==> src/verilog/tlf_map.vh <==
// register map, field positions, reset values and timing constants of the timing lock block
`ifndef TLF_MAP_VH
`define TLF_MAP_VH
// register offsets (byte addresses)
`define TLF_REG_CTRL 8'h00
`define TLF_REG_STATUS 8'h04
`define TLF_REG_MASK 8'h08
`define TLF_REG_COMP 8'h0c
`define TLF_REG_OFFSET 8'h10
`define TLF_REG_LOCK 8'h14
`define TLF_REG_SLOTS 8'h18
// ctrl fields
`define TLF_CTRL_EN 0
`define TLF_CTRL_MASTER 1
`define TLF_CTRL_START 2
`define TLF_CTRL_SRC_LO 4
`define TLF_CTRL_SRC_HI 5
// reference source codes
`define TLF_SRC_LINE 2'h0
`define TLF_SRC_OPT 2'h1
`define TLF_SRC_PEER 2'h2
// status bits
`define TLF_ST_LOCKED 0
`define TLF_ST_TIMEOUT 1
`define TLF_ST_LIMITED 2
`define TLF_ST_REFUSED 3
`define TLF_ST_W 4
// reset values
`define TLF_CTRL_RST 8'h00
`define TLF_MASK_RST 4'h0
// control-value window margin and settle count
`define TLF_CV_MARGIN 16'h0100
`define TLF_SETTLE_CYC 5'h10
// timing: minutes and clock rate
`define TLF_CLK_HZ 200000000
`define TLF_TIMEOUT_MIN 6
`define TLF_LIMITED_MIN 4
`define TLF_TIMEOUT_CYC (`TLF_TIMEOUT_MIN * 60 * 64'd`TLF_CLK_HZ)
`define TLF_LIMITED_CYC (`TLF_LIMITED_MIN * 60 * 64'd`TLF_CLK_HZ)
// air timing tolerance in ns
`define TLF_AIR_TOL_NS 920
`endif

==> src/verilog/tlf_delay.v <==
// signed compensation of the internal timing strobe against the sync-bus strobe
`timescale 1ns/1ps
module tlf_delay #(
  parameter CW = 12
) (
  input wire clk,
  input wire rst,
  input wire strobe_in,
  input wire signed [CW-1:0] comp,
  input wire [CW-1:0] period,
  output reg strobe_out
);
  reg [CW-1:0] cnt_q;
  reg run_q;
  reg [CW-1:0] tgt;
  // positive value delays, negative value fires that many cycles before the next bus strobe
  always @* begin
    if (comp[CW-1]) begin
      tgt = period + comp;
    end else begin
      tgt = comp;
    end
  end
  // count from each bus strobe and fire at the target phase
  always @(posedge clk) begin
    if (rst) begin
      cnt_q <= {CW{1'b0}};
      run_q <= 1'b0;
      strobe_out <= 1'b0;
    end else begin
      strobe_out <= 1'b0;
      if (strobe_in) begin
        cnt_q <= {CW{1'b0}};
        run_q <= 1'b1;
        strobe_out <= (tgt == {CW{1'b0}});
      end else if (run_q) begin
        cnt_q <= cnt_q + 1'b1;
        if (cnt_q + 1'b1 == tgt) begin
          strobe_out <= 1'b1;
        end
      end
    end
  end
endmodule // tlf_delay

==> src/verilog/tlf_sync3.v <==
// three-flop synchroniser with second/third agreement filter
`timescale 1ns/1ps
module tlf_sync3 #(
  parameter W = 1
) (
  input wire clk,
  input wire rst,
  input wire [W-1:0] d,
  output reg [W-1:0] q
);
  reg [W-1:0] s1_q;
  reg [W-1:0] s2_q;
  reg [W-1:0] s3_q;
  integer i;
  // shift chain, accept a bit once stages two and three agree
  always @(posedge clk) begin
    if (rst) begin
      s1_q <= {W{1'b0}};
      s2_q <= {W{1'b0}};
      s3_q <= {W{1'b0}};
      q <= {W{1'b0}};
    end else begin
      s1_q <= d;
      s2_q <= s1_q;
      s3_q <= s2_q;
      for (i = 0; i < W; i = i + 1) begin
        if (s2_q[i] == s3_q[i]) begin
          q[i] <= s3_q[i];
        end
      end
    end
  end
endmodule // tlf_sync3

==> src/verilog/tlf_top.v <==
// timing function: lock supervision, frame offset, sync-bus distribution, compensation
//
// The plain strobed port and the placing of the registers were chosen for this implementation.
`timescale 1ns/1ps
`include "tlf_map.vh"
// Behaviour
// - lock needs control value inside margined window
// - line lock uses presence, timeout, control
// - optional lock uses no-failure, timeout, control
// - peer lock uses bus sync, timeout, control
// - six minute timeout faults, keeps trying
// - limited service at four minutes latest
// - supervision ends once locked
// - frame count is distributed plus offset
// - offset accepted only when slots disabled
// - one offset write reconfigures all slots
// - drive bus when enabled as master
// - stop driving on disable or leaving master
// - compensation taken only slave and disabled
// - positive delays, negative advances internal timing
// - compensation change refused while enabled
// - slave adopts bus frame count
// - carriers aligned within quarter bit; no carrier alignment logic here, only TLF_AIR_TOL_NS is defined
// - refuse change to slave while enabled
module tlf_top #(
  parameter FW = 22,
  parameter CVW = 16,
  parameter CW = 12,
  parameter SLOTS = 8,
  parameter [63:0] TIMEOUT_CYC = `TLF_TIMEOUT_CYC,
  parameter [63:0] LIMITED_CYC = `TLF_LIMITED_CYC,
  parameter [CW-1:0] FRAME_PERIOD = 12'h3e8
) (
  input wire clk,
  input wire rst,
  input wire [7:0] addr,
  input wire [31:0] wdata,
  input wire wr,
  input wire rd,
  output reg [31:0] rdata,
  output reg irq,
  input wire line_present,
  input wire opt_fail,
  input wire bus_sync_present,
  input wire [CVW-1:0] osc_ctrl,
  input wire [FW-1:0] central_fn,
  input wire [FW-1:0] bus_fn_in,
  input wire bus_strobe_in,
  input wire [SLOTS-1:0] slot_enabled,
  output reg [FW-1:0] frame_count,
  output reg [FW-1:0] bus_fn_out,
  output reg bus_drive,
  output reg bus_loop_closed,
  output reg int_strobe,
  output reg [FW-1:0] int_fn,
  output reg limited_service,
  output reg locked,
  output reg lock_fault,
  output reg [SLOTS-1:0] slot_reconfig
);
  localparam ST_IDLE = 3'b001;
  localparam ST_LOCKING = 3'b010;
  localparam ST_LOCKED = 3'b100;
  localparam [CVW-1:0] CV_MAX = {CVW{1'b1}};
  localparam [CVW-1:0] CV_MARGIN = `TLF_CV_MARGIN;
  localparam [4:0] SETTLE = `TLF_SETTLE_CYC;

  // synchronised pins
  wire [2:0] pins_s;
  wire line_s;
  wire opt_fail_s;
  wire bus_sync_s;
  wire bus_strobe_s;
  wire comp_strobe;
  wire bus_strobe_rise;
  reg bus_strobe_prev_q;
  reg [7:0] ctrl_q;
  reg [`TLF_ST_W-1:0] status_q;
  reg [`TLF_ST_W-1:0] mask_q;
  reg [`TLF_ST_W-1:0] ev;
  reg signed [CW-1:0] comp_q;
  reg [FW-1:0] offset_q;
  reg [2:0] state_q;
  reg [63:0] tmr_q;
  reg [4:0] settle_q;
  reg [CVW-1:0] cv_prev_q;
  reg ref_ok;
  reg cv_in_win;
  wire ctrl_wr;
  wire en;
  wire master;
  wire [1:0] src;

  // returns one when a value sits inside the window cut by the margin at both ends
  function in_window;
    input [CVW-1:0] v;
    begin
      in_window = (v > CV_MARGIN) && (v < CV_MAX - CV_MARGIN);
    end
  endfunction

  // returns one on the cycle whose increment makes the timer reach a limit
  function tmr_hit;
    input [63:0] t;
    input [63:0] lim;
    begin
      tmr_hit = (t + 64'h1 == lim);
    end
  endfunction

  // returns one when a control write would turn an enabled master into a slave
  function slave_refused;
    input en_now;
    input master_now;
    input master_new;
    begin
      slave_refused = en_now && master_now && !master_new;
    end
  endfunction

  tlf_sync3 #(
    .W(4)
  ) u_sync (
    .clk(clk),
    .rst(rst),
    .d({bus_strobe_in, bus_sync_present, opt_fail, line_present}),
    .q({bus_strobe_s, pins_s})
  );
  assign line_s = pins_s[0];
  assign opt_fail_s = pins_s[1];
  assign bus_sync_s = pins_s[2];

  // one pulse per bus strobe, so a wide strobe is timed from its leading edge only
  always @(posedge clk) begin
    if (rst) begin
      bus_strobe_prev_q <= 1'b0;
    end else begin
      bus_strobe_prev_q <= bus_strobe_s;
    end
  end
  assign bus_strobe_rise = bus_strobe_s && !bus_strobe_prev_q;

  tlf_delay #(
    .CW(CW)
  ) u_delay (
    .clk(clk),
    .rst(rst),
    .strobe_in(bus_strobe_rise),
    .comp(comp_q),
    .period(FRAME_PERIOD),
    .strobe_out(comp_strobe)
  );

  assign en = ctrl_q[`TLF_CTRL_EN];
  assign master = ctrl_q[`TLF_CTRL_MASTER];
  assign src = ctrl_q[`TLF_CTRL_SRC_HI:`TLF_CTRL_SRC_LO];
  assign ctrl_wr = wr && (addr == `TLF_REG_CTRL);

  // reference qualification per source
  always @* begin
    case (src)
      `TLF_SRC_LINE: ref_ok = line_s;
      `TLF_SRC_OPT: ref_ok = !opt_fail_s;
      `TLF_SRC_PEER: ref_ok = bus_sync_s;
      default: ref_ok = 1'b0;
    endcase
    cv_in_win = in_window(osc_ctrl);
  end

  // control register: a change to slave while enabled is refused
  always @(posedge clk) begin
    if (rst) begin
      ctrl_q <= `TLF_CTRL_RST;
    end else begin
      ctrl_q[`TLF_CTRL_START] <= 1'b0;
      if (ctrl_wr) begin
        ctrl_q[`TLF_CTRL_EN] <= wdata[`TLF_CTRL_EN];
        ctrl_q[`TLF_CTRL_START] <= wdata[`TLF_CTRL_START];
        ctrl_q[`TLF_CTRL_SRC_HI:`TLF_CTRL_SRC_LO] <= wdata[`TLF_CTRL_SRC_HI:`TLF_CTRL_SRC_LO];
        if (!slave_refused(en, master, wdata[`TLF_CTRL_MASTER])) begin
          ctrl_q[`TLF_CTRL_MASTER] <= wdata[`TLF_CTRL_MASTER];
        end
      end
    end
  end

  // compensation and offset registers with their guards
  always @(posedge clk) begin
    if (rst) begin
      comp_q <= {CW{1'b0}};
      offset_q <= {FW{1'b0}};
      slot_reconfig <= {SLOTS{1'b0}};
    end else begin
      slot_reconfig <= {SLOTS{1'b0}};
      if (wr && addr == `TLF_REG_COMP && !en && !master) begin
        comp_q <= wdata[CW-1:0];
      end
      if (wr && addr == `TLF_REG_OFFSET && slot_enabled == {SLOTS{1'b0}}) begin
        offset_q <= wdata[FW-1:0];
        slot_reconfig <= {SLOTS{1'b1}};
      end
    end
  end

  // lock supervision state machine
  always @(posedge clk) begin
    if (rst) begin
      state_q <= ST_IDLE;
      tmr_q <= 64'h0;
      settle_q <= 5'h0;
      cv_prev_q <= {CVW{1'b0}};
      locked <= 1'b0;
      lock_fault <= 1'b0;
      limited_service <= 1'b0;
    end else begin
      cv_prev_q <= osc_ctrl;
      case (state_q)
        ST_IDLE: begin
          if (ctrl_q[`TLF_CTRL_START]) begin
            state_q <= ST_LOCKING;
            tmr_q <= 64'h0;
            settle_q <= 5'h0;
            lock_fault <= 1'b0;
            limited_service <= 1'b0;
            locked <= 1'b0;
          end
        end
        ST_LOCKING: begin
          if (ctrl_q[`TLF_CTRL_START]) begin
            tmr_q <= 64'h0;
            settle_q <= 5'h0;
            lock_fault <= 1'b0;
            limited_service <= 1'b0;
          end else begin
            if (tmr_q != 64'hffffffffffffffff) begin
              tmr_q <= tmr_q + 64'h1;
            end
            if (tmr_hit(tmr_q, LIMITED_CYC)) begin
              limited_service <= 1'b1;
            end
            if (tmr_hit(tmr_q, TIMEOUT_CYC)) begin
              lock_fault <= 1'b1;
            end
            // settle counter: value in window and steady
            if (ref_ok && cv_in_win && osc_ctrl == cv_prev_q) begin
              if (settle_q == SETTLE - 5'h1) begin
                state_q <= ST_LOCKED;
                locked <= 1'b1;
                limited_service <= 1'b1;
              end else begin
                settle_q <= settle_q + 5'h1;
              end
            end else begin
              settle_q <= 5'h0;
            end
          end
        end
        ST_LOCKED: begin
          if (ctrl_q[`TLF_CTRL_START]) begin
            state_q <= ST_LOCKING;
            tmr_q <= 64'h0;
            settle_q <= 5'h0;
            locked <= 1'b0;
            limited_service <= 1'b0;
            lock_fault <= 1'b0;
          end
        end
        default: state_q <= ST_IDLE;
      endcase
    end
  end

  // frame numbering, sync-bus distribution and slave adoption
  always @(posedge clk) begin
    if (rst) begin
      frame_count <= {FW{1'b0}};
      bus_fn_out <= {FW{1'b0}};
      bus_drive <= 1'b0;
      bus_loop_closed <= 1'b0;
      int_strobe <= 1'b0;
      int_fn <= {FW{1'b0}};
    end else begin
      frame_count <= central_fn + offset_q;
      bus_drive <= en && master;
      bus_loop_closed <= en && master;
      if (en && master) begin
        bus_fn_out <= central_fn;
        int_fn <= central_fn;
      end else if (!master && comp_strobe) begin
        int_fn <= bus_fn_in;
      end
      int_strobe <= master ? 1'b0 : comp_strobe;
    end
  end

  // event capture
  always @* begin
    ev = {`TLF_ST_W{1'b0}};
    ev[`TLF_ST_LOCKED] = (state_q == ST_LOCKING) && (settle_q == SETTLE - 5'h1) &&
      ref_ok && cv_in_win && osc_ctrl == cv_prev_q && !ctrl_q[`TLF_CTRL_START];
    ev[`TLF_ST_TIMEOUT] = (state_q == ST_LOCKING) && tmr_hit(tmr_q, TIMEOUT_CYC) &&
      !ctrl_q[`TLF_CTRL_START];
    ev[`TLF_ST_LIMITED] = (state_q == ST_LOCKING) && tmr_hit(tmr_q, LIMITED_CYC) &&
      !ctrl_q[`TLF_CTRL_START];
    ev[`TLF_ST_REFUSED] = (ctrl_wr && slave_refused(en, master, wdata[`TLF_CTRL_MASTER])) ||
      (wr && addr == `TLF_REG_COMP && (en || master)) ||
      (wr && addr == `TLF_REG_OFFSET && slot_enabled != {SLOTS{1'b0}});
  end

  // sticky status, read clears, a same-cycle event wins over the clear
  always @(posedge clk) begin
    if (rst) begin
      status_q <= {`TLF_ST_W{1'b0}};
      mask_q <= `TLF_MASK_RST;
      irq <= 1'b0;
    end else begin
      if (rd && addr == `TLF_REG_STATUS) begin
        status_q <= ev;
      end else begin
        status_q <= status_q | ev;
      end
      if (wr && addr == `TLF_REG_MASK) begin
        mask_q <= wdata[`TLF_ST_W-1:0];
      end
      irq <= |(status_q & mask_q);
    end
  end

  // read data one cycle after the strobe, zero otherwise and for unmapped addresses
  always @(posedge clk) begin
    if (rst) begin
      rdata <= 32'h0;
    end else begin
      rdata <= 32'h0;
      if (rd) begin
        case (addr)
          `TLF_REG_CTRL: rdata <= {24'h0, ctrl_q};
          `TLF_REG_STATUS: rdata <= {{(32-`TLF_ST_W){1'b0}}, status_q};
          `TLF_REG_MASK: rdata <= {{(32-`TLF_ST_W){1'b0}}, mask_q};
          `TLF_REG_COMP: rdata <= {{(32-CW){comp_q[CW-1]}}, comp_q};
          `TLF_REG_OFFSET: rdata <= {{(32-FW){1'b0}}, offset_q};
          `TLF_REG_LOCK: rdata <= {26'h0, lock_fault, limited_service, locked, state_q};
          `TLF_REG_SLOTS: rdata <= {{(32-SLOTS){1'b0}}, slot_enabled};
          default: rdata <= 32'h0;
        endcase
      end
    end
  end
endmodule // tlf_top
==> config.mk <==
export PLATFORM = sky130hd
export DESIGN_NAME = tlf_top
export DESIGN_NICKNAME = d
export VERILOG_FILES = /design/src/verilog/tlf_delay.v /design/src/verilog/tlf_sync3.v /design/src/verilog/tlf_top.v
export VERILOG_INCLUDE_DIRS = /design/src /design/src/verilog
export SDC_FILE = /design/constraint.sdc
export NUM_CORES = 1
export LEC_CHECK = 0
export ABC_AREA = 1
export ABC_CLOCK_PERIOD_IN_PS = 2400
export BUFFER_PORTS_ARGS = -buffer_cell sky130_fd_sc_hd__buf_2
export CORE_MARGIN = 5
export CORE_UTILIZATION = 57
export CTS_CLUSTER_DIAMETER = 100
export CTS_CLUSTER_SIZE = 14
export DETAILED_ROUTE_END_ITERATION = 7
export MAX_ROUTING_LAYER = met4
export PLACE_DENSITY = 0.81
export SKIP_LAST_GASP = 1
export SYNTH_ARGS = -nofsm -noshare
export SYNTH_HDL_FRONTEND = slang
export SYNTH_SLANG_ARGS = --single-unit
==> constraint.sdc <==
create_clock -name clk -period 2.4 [get_ports clk]
set_input_delay 0.24 -clock clk [delete_from_list [all_inputs] [get_ports clk]]
set_output_delay 0.24 -clock clk [all_outputs]
set_load 0.005 [all_outputs]
==> results_dict.tcl, run 1 <==
set metrics [dict create \
    syn_inst 2027 \
    clkPwrFrac_pct 36.8 \
    synth-edff-count 0 \
    wl_per_cell_um 17.68 \
    drive_above_1_share_pct 23.41 \
    p_sw_mw 2.394 \
    slew_viol_final 0 \
    synth-simple-area-share_pct 30.96 \
    path_class "reg2reg" \
    grt_pass1_vias 14150 \
    fin_skew_ns 0.01897 \
    r2r_cells 18 \
    io_buffers 218 \
    final_common_cell "nand2_1" \
    place.detailed.hpwl_mm 34.86 \
    dieWidth_um 164.9 \
    setup_violations 1 \
    cts-root-buf "clkbuf_16" \
    tightest_slew_ns 0.6312 \
    antenna_found_initial 3 \
    core_area_um2 23540 \
    viasPerCell 5.605 \
    reg2reg_from "tmr_q[1]$_SDFFE_PP0P_" \
    ant_nets 0 \
    cts_tree "built" \
    grt_pass1_wl_mm 71.95 \
    clock-sinks 262 \
    period_minus_slack_ns 2.401 \
    syn-cell-area_um2 13680 \
    internal_power_mw 6.623 \
    initial_core_util_pct 58.10 \
    fin_crit_sh_pct 100.0 \
    required_ns 2.79 \
    seqPwrFrac_pct 49.4 \
    ys_ff_latch 262 \
    cts_buffers 22 \
    vias 14970 \
    dr.pass1.iters 7 \
    design.die.area_um2 27200 \
    seq_area_frac_synth_pct 38.35 \
    synth_cell_types 48 \
    holdPathStages 3 \
    io_pins 229 \
    synth_compound_area_share_pct 15.86 \
    cp_max_fo 6 \
    synth-xor-area-share_pct 3.769 \
    layoutNonFillerInstCount 2671 \
    hold_viol_final 0 \
    grt_max_degree 128 \
    clk_pin_slew_ns 0.07 \
    tns_ns -0.0009310 \
    drt_iter0_markers 1412 \
    clk_latency_ns 0.53 \
    rows 56 \
    hold_end "cv_prev_q[12]$_SDFF_PP0_" \
    grtUsageTotal_pct 33.91 \
    ys.flop_type "dfxtp_1" \
    p_leak_nw 7.186 \
    yosys_warnings 0 \
    cts_max_level 1 \
    async_reset_ff_share_pct 0 \
    swShare_pct 26.55 \
    p_per_area_nw_per_um2 520.5 \
    syn-num-nets 2170 \
    hold_slack_ns 0.01045 \
    place_congestion 0.9848 \
    synth_adder_area_share_pct 2.525 \
    synth_top_family_by_area "simple AND/OR/NAND/NOR gates" \
    r2r-end "lock_fault$_SDFFE_PP0P_" \
    grt_setup_unrepaired "true" \
    overflow 0 \
    worstHoldPathType "in2reg" \
    syn_avg_cell_area_um2 6.748 \
    maxCapViolCount 0 \
    ir_drop_mv 0.4628 \
    fillers 1955 \
    muxShareOfSynthArea_pct 0 \
    syn_to_final_growth_pct 26.65 \
    placed_cells 2587 \
    r2r_slack_ns -0.0009 \
    critPathArrivalTime_ns 2.79 \
    slew_headroom_pct 57.87 \
    drc 0 \
    pre_cts_slack_ns -0.06912 \
    clock_path_buffers 3 \
    start_kind "flip-flop" \
    clock.fmax_mhz 416.5 \
    end_kind "flip-flop" \
    final_cell_mix "nand2_1 (483), dfxtp_1 (221), buf_2 (217)" \
    violations "setup timing" \
    worstHoldStart "osc_ctrl[12]" \
    die_height_um 164.9 \
    finalWorstSetupSlack_ns -0.0009310 \
    combPwrFrac_pct 13.8 \
    status "finished with violations" \
    routed_wl_mm 47.23 \
    fin_nets 2492 \
]
==> metal layers <==
layer / share of wire [%] / global-route usage, % / vias to the layer above
li1: - / - / 7259
met2: 47 / 56.24 / 648
met4: 4.7 / 14.10 / 0
met5: 0 / - / -
met1: 40 / 41.27 / 6916
met3: 7.9 / 5.341 / 148
==> sequential cells by signal (all words and copies together) (netlist names), 5 cells and up <==
| register | flops |
|---|---|
| tmr_q | 64 |
| rdata | 23 |
| bus_fn_out | 22 |
| frame_count | 22 |
| int_fn | 22 |
| offset_q | 22 |
| cv_prev_q | 16 |
| comp_q | 12 |
| u_delay.cnt_q | 12 |
| ctrl_q | 5 |
| settle_q | 5 |
==> worst max-delay path: stages, from the launching register on <==
cell,delay (ns)
dfxtp_4,0.38
ha_4,0.15
nand3_4,0.11
nor2_4,0.22
inv_2,0.09
nor2_4,0.19
nand3_1,0.11
nand2_1,0.08
nand2_2,0.08
nor2_2,0.11
nand2_2,0.07
nor2_4,0.13
nand2_2,0.10
nor2_4,0.12
nand2_2,0.08
nand2_2,0.08
nand2_2,0.06
nand2_2,0.07
a21oi_2,0.04
==> final cells by class <==
type / count / area, um^2 / area share [%]
Antenna cell: 3 / 7.507 / 0.04334
Clock buffer: 22 / 550.5 / 3.178
Clock inverter: 2 / 46.29 / 0.2672
Inverter: 209 / 789.5 / 4.558
Multi-Input combinational cell: 1478 / 7745 / 44.71
Sequential cell: 262 / 5311 / 30.66
Tap cell: 319 / 399.1 / 2.304
Timing Repair Buffer: 376 / 2474 / 14.28
==> how the worst max path moves through the flow <==
stage / from / endpoint / slack, ns / cells past startpoint
global placement: tmr_q[5]$_SDFFE_PP0P_ / lock_fault$_SDFFE_PP0P_ / -0.004 / 18
detailed placement: tmr_q[5]$_SDFFE_PP0P_ / lock_fault$_SDFFE_PP0P_ / -0.07 / 18
CTS: tmr_q[1]$_SDFFE_PP0P_ / lock_fault$_SDFFE_PP0P_ / -0.009 / 17
finish: tmr_q[1]$_SDFFE_PP0P_ / lock_fault$_SDFFE_PP0P_ / -0.0009 / 18
floorplan: tmr_q[1]$_SDFFE_PP0P_ / lock_fault$_SDFFE_PP0P_ / 0.24 / 17
global route: osc_ctrl[6] / settle_q[2]$_SDFFE_PP0P_ / -0.12 / 13
==> per-stage QoR <==
stage | utilization [%] | power [mW] | cell area (um^2)
6_report | 73.58 | 9.017 | 17320
5_1_grt | 73.58 | 9.311 | 17320
4_1_cts | 71.69 | 8.998 | 16880
3_5_place_dp | 66.34 | 5.669 | 15620
3_3_place_gp | 66.34 | 5.643 | 15620
2_1_floorplan | - | 5.165 | 13680
==> repair_timing <==
action,CTS,global route
endpoints found under the hold margin,45,0
pin swaps,14,42
endpoints found under the setup margin,5,77
hold buffers,45,0
resized for setup,57,132
cloned,0,0
setup buffers,6,6
==> power by group through the flow <==
stage | clock, mW | combinational (mW) | sequential (mW)
after detailed placement | 0 | 1.11 | 4.55
after floorplan | 0 | 0.617 | 4.55
after global routing | 3.52 | 1.33 | 4.46
after CTS | 3.35 | 1.19 | 4.46
final | 3.32 | 1.24 | 4.45
after global placement | 0 | 1.09 | 4.55
==> synth_stat cells (2+ instances only) <==
library cell,count,share of area [%]
nor3b_1,3,0.16
nor2_4,9,0.74
a221oi_1,2,0.13
dfxtp_1,262,38
or2_2,7,0.32
nor2_2,14,0.64
o21bai_1,6,0.33
xor2_1,33,2.1
buf_1,11,0.30
nand3b_1,13,0.71
a41oi_1,2,0.13
ha_1,26,2.4
nand2_2,10,0.46
nor3_1,22,0.81
nor4_1,16,0.73
buf_4,24,1.3
a21o_1,3,0.16
inv_2,3,0.082
o21a_1,4,0.22
nand2_1,512,14
a2bb2oi_1,3,0.19
a31oi_1,26,1.2
clkbuf_1,43,1.2
nor2_1,261,7.2
inv_1,204,5.6
a21oi_1,204,7.5
a211oi_1,5,0.27
clkinv_1,2,0.055
o21ai_0,124,4.5
o22ai_1,10,0.46
xnor2_1,24,1.5
nand3_1,78,2.9
nand3_2,3,0.22
nand4_1,39,1.8
o211ai_1,5,0.27
o221ai_1,2,0.13
==> cell families (layout without fill, tap and decap cells) <==
logic type | after synthesis | count (layout)
adder cells (fa/ha/maj) | 27 | 27
buffers and inverters | 287 | 609
AO/OA/AOI/OAI | 402 | 402
flip-flops | 262 | 262
AND/OR/NAND/NOR | 991 | 991
other | 0 | 3
XOR/XNOR | 58 | 58
No activity file was read; power rests on OpenSTA's default activity.
==> run 2: changes to the inputs <==
- ABC_AREA: 1 -> not set
- CELL_PAD_IN_SITES_DETAIL_PLACEMENT: not set -> 1
- CELL_PAD_IN_SITES_GLOBAL_PLACEMENT: not set -> 1
- CORE_UTILIZATION: 57 -> 42
- PLACE_DENSITY: 0.81 -> not set
- PLACE_DENSITY_LB_ADDON: not set -> 0.1
==> run 2 against run 1 <==
  * The flow still finishes with violations (setup timing)
  * Worst hold slack improved by 0.0046 ns
  * Power decreased by 8.2%
  * Design area increased by 12%
  * First-iteration DRC count decreased by 29%
  * Critical path type unchanged
  * Critical endpoint is now status_q[1]$_SDFF_PP0_
==> results_dict.tcl, run 2 <==
set metrics [dict create \
    drc 0 \
    placed_cells 2496 \
    viasPerCell 5.702 \
    cts-root-buf "clkbuf_16" \
    drt_iter0_markers 998 \
    die_height_um 190.5 \
    cp_cell_sequence "buf_6, nand4_1, or4_4, or3_4, xor2_4, or4_4, nor4_4, nand4_1, nand2_1" \
    internal_power_mw 6.309 \
    largest_reg_flops 64 \
    clock_path_buffers 3 \
    synth_area_leader_cell "dfxtp_1" \
    async_reset_ff_share_pct 0 \
    reg2reg_from "tmr_q[12]$_SDFFE_PP0P_" \
    fillers 3899 \
    wl_per_cell_um 21.20 \
    synth_top_cells_by_count "dfxtp_1 (262), nand2_1 (248), a21oi_1 (159)" \
    ir_drop_mv 0.6009 \
    overflow 0 \
    fin_skew_ns 0.02319 \
    critPathArrivalTime_ns 3.49 \
    hold_viol_final 0 \
    combPwrFrac_pct 6.3 \
    start_kind "flip-flop" \
    synth_adder_area_share_pct 2.524 \
    top_register "tmr_q" \
    cp_max_fo 3 \
    place.detailed.hpwl_mm 37.53 \
    clock.fmax_mhz 332.6 \
    worstHoldPathType "in2reg" \
    tightest_slew_ns 1.035 \
    synth-xor-area-share_pct 6.401 \
    antenna_found_initial 0 \
    ys_top_cells_by_area "dfxtp_1 (38%), nand2_1 (6.8%), a21oi_1 (5.8%)" \
    muxShareOfSynthArea_pct 3.219 \
    grt_pass1_wl_mm 82.79 \
    finalWorstSetupSlack_ns -0.6066 \
    clock-sinks 262 \
    synth-edff-count 0 \
    p_per_area_nw_per_um2 426.4 \
    regArea_um2 5289 \
    r2r_cells 9 \
    design_area_um2 19410 \
    cts_max_level 1 \
    placed_cell_area_um2 17110 \
    place_congestion 0.9344 \
    layoutNonFillerInstCount 2611 \
    io_pins 229 \
    yosys_warnings 0 \
    holdPathStages 3 \
    synth_cell_types 74 \
    maxCapViolCount 0 \
    ys_ff_latch 262 \
    ant_nets 0 \
    clkPwrFrac_pct 40.6 \
    multi_input_area_um2 8531 \
    setup_violations 70 \
    cp_slowest_cell "or4_4" \
    synth_top_area_share_pct 38.34 \
    cts_buffers 22 \
    path_class "reg2reg" \
    grt_pass1_vias 15250 \
    routed_wl_mm 55.34 \
    p_leak_nw 7.731 \
    syn_to_final_growth_pct 41.87 \
    tns_ns -30.51 \
    syn_inst 1698 \
    clk_latency_ns 0.54 \
    rows 66 \
    status "finished with violations" \
    pre_cts_slack_ns -0.6425 \
    final_cell_mix "buf_4 (271), nand2_1 (247), dfxtp_1 (239)" \
    initial_core_util_pct 42.27 \
    yosysMostFrequentCell "dfxtp_1" \
    required_ns 2.88 \
    postLayoutCoreUtil_pct 59.96 \
    grt_max_degree 138 \
    period_minus_slack_ns 3.007 \
    synth_top_family_by_area "simple AND/OR/NAND/NOR gates" \
    final_common_cell "buf_4" \
    end_kind "flip-flop" \
    syn-num-nets 1841 \
    drive_above_1_share_pct 34.46 \
    max_stage_delay_ns 0.62 \
    p_sw_mw 1.968 \
    grtUsageTotal_pct 28.56 \
    synth-simple-area-share_pct 26.14 \
    core_area_um2 32370 \
    violations "setup timing" \
    seq_area_frac_synth_pct 38.34 \
    syn-cell-area_um2 13680 \
    synth_compound_area_share_pct 18.46 \
    cp-startpoint "tmr_q[12]$_SDFFE_PP0P_" \
    dieWidth_um 190.5 \
    slew_headroom_pct 30.99 \
    worstHoldStart "central_fn[12]" \
    seqPwrFrac_pct 53.2 \
    fin_crit_sh_pct 125.3 \
    slew_viol_final 0 \
    top_regs "tmr_q (64), rdata (23)" \
    cts_tree "built" \
    clk_pin_slew_ns 0.07 \
    ys.flop_type "dfxtp_1" \
    design.die.area_um2 36280 \
    swShare_pct 23.77 \
    fin_nets 2311 \
    syn_avg_cell_area_um2 8.058 \
    vias 14890 \
    io_buffers 218 \
    grt_setup_unrepaired "true" \
    dr.pass1.iters 5 \
]
[run 2: path summary, 6_finish.rpt]
kind | end | slack, ns
max | status_q[1]$_SDFF_PP0_ | -0.61
min | int_fn[12]$_SDFFE_PP0P_ | 0.02
max reg2reg | status_q[1]$_SDFF_PP0_ | -0.61
min reg2reg | u_sync.s2_q[2]$_SDFF_PP0_ | 0.45
[run 2: layout make-up]
class | count | area share [%]
clock buffer | 23 | 2.965
clock inverter | 1 | 0.08380
antenna | 1 | 0.01289
inverter | 21 | 0.4061
sequential | 262 | 27.25
multi-input combinational | 1285 | 43.95
tap | 442 | 2.849
timing repair buffer | 576 | 22.49
[run 2: routing by layer]
layer / GRT usage (%) / share of wire [%] / vias up
met3: 3.076 / 5.1 / 144
met4: 7.127 / 3.6 / 0
met5: - / 0 / -
met2: 50.85 / 50 / 489
li1: - / - / 6970
met1: 34.73 / 41 / 7285
[run 2: critical path: cells and delay by family (launching register included)]
family | cells | cell delay [ns]
xor gates and xnor gates | 1 | 0.17
DFF | 1 | 0.38
buffers and inverters | 1 | 0.12
and+or+nand+nor | 7 | 2.29
[run 2: power by group through the flow]
stage	combinational (mW)	clock, mW	sequential (mW)
after floorplan	0.182	0	4.50
after global placement	0.414	0	4.50
after detailed placement	0.422	0	4.50
after CTS	0.493	3.41	4.40
after global routing	0.556	3.59	4.40
final	0.518	3.36	4.40
[run 2: per-stage QoR]
stage / hold WS [ns] / power, mW
after floorplan: 0.3682 / 4.684
after global placement: 0.4170 / 4.915
after detailed placement: 0.4322 / 4.925
after CTS: 0.001735 / 8.304
after global routing: 0.006039 / 8.546
final: 0.01507 / 8.277
[run 2: cell families after synthesis]
group | count (synthesis)
simple gates | 737
buf+inv | 151
fa+ha+maj | 27
xor+xnor | 100
mux | 41
compound gates | 380
flops | 262
[run 2: what timing repair did]
item                                   CTS  global route
setup endpoints to repair               73            82
hold buffers                            47             0
gates resized for setup                 73            81
cloned                                   3             9
pin swaps                               36            71
endpoints found under the hold margin   51             0
setup buffers                           18            19
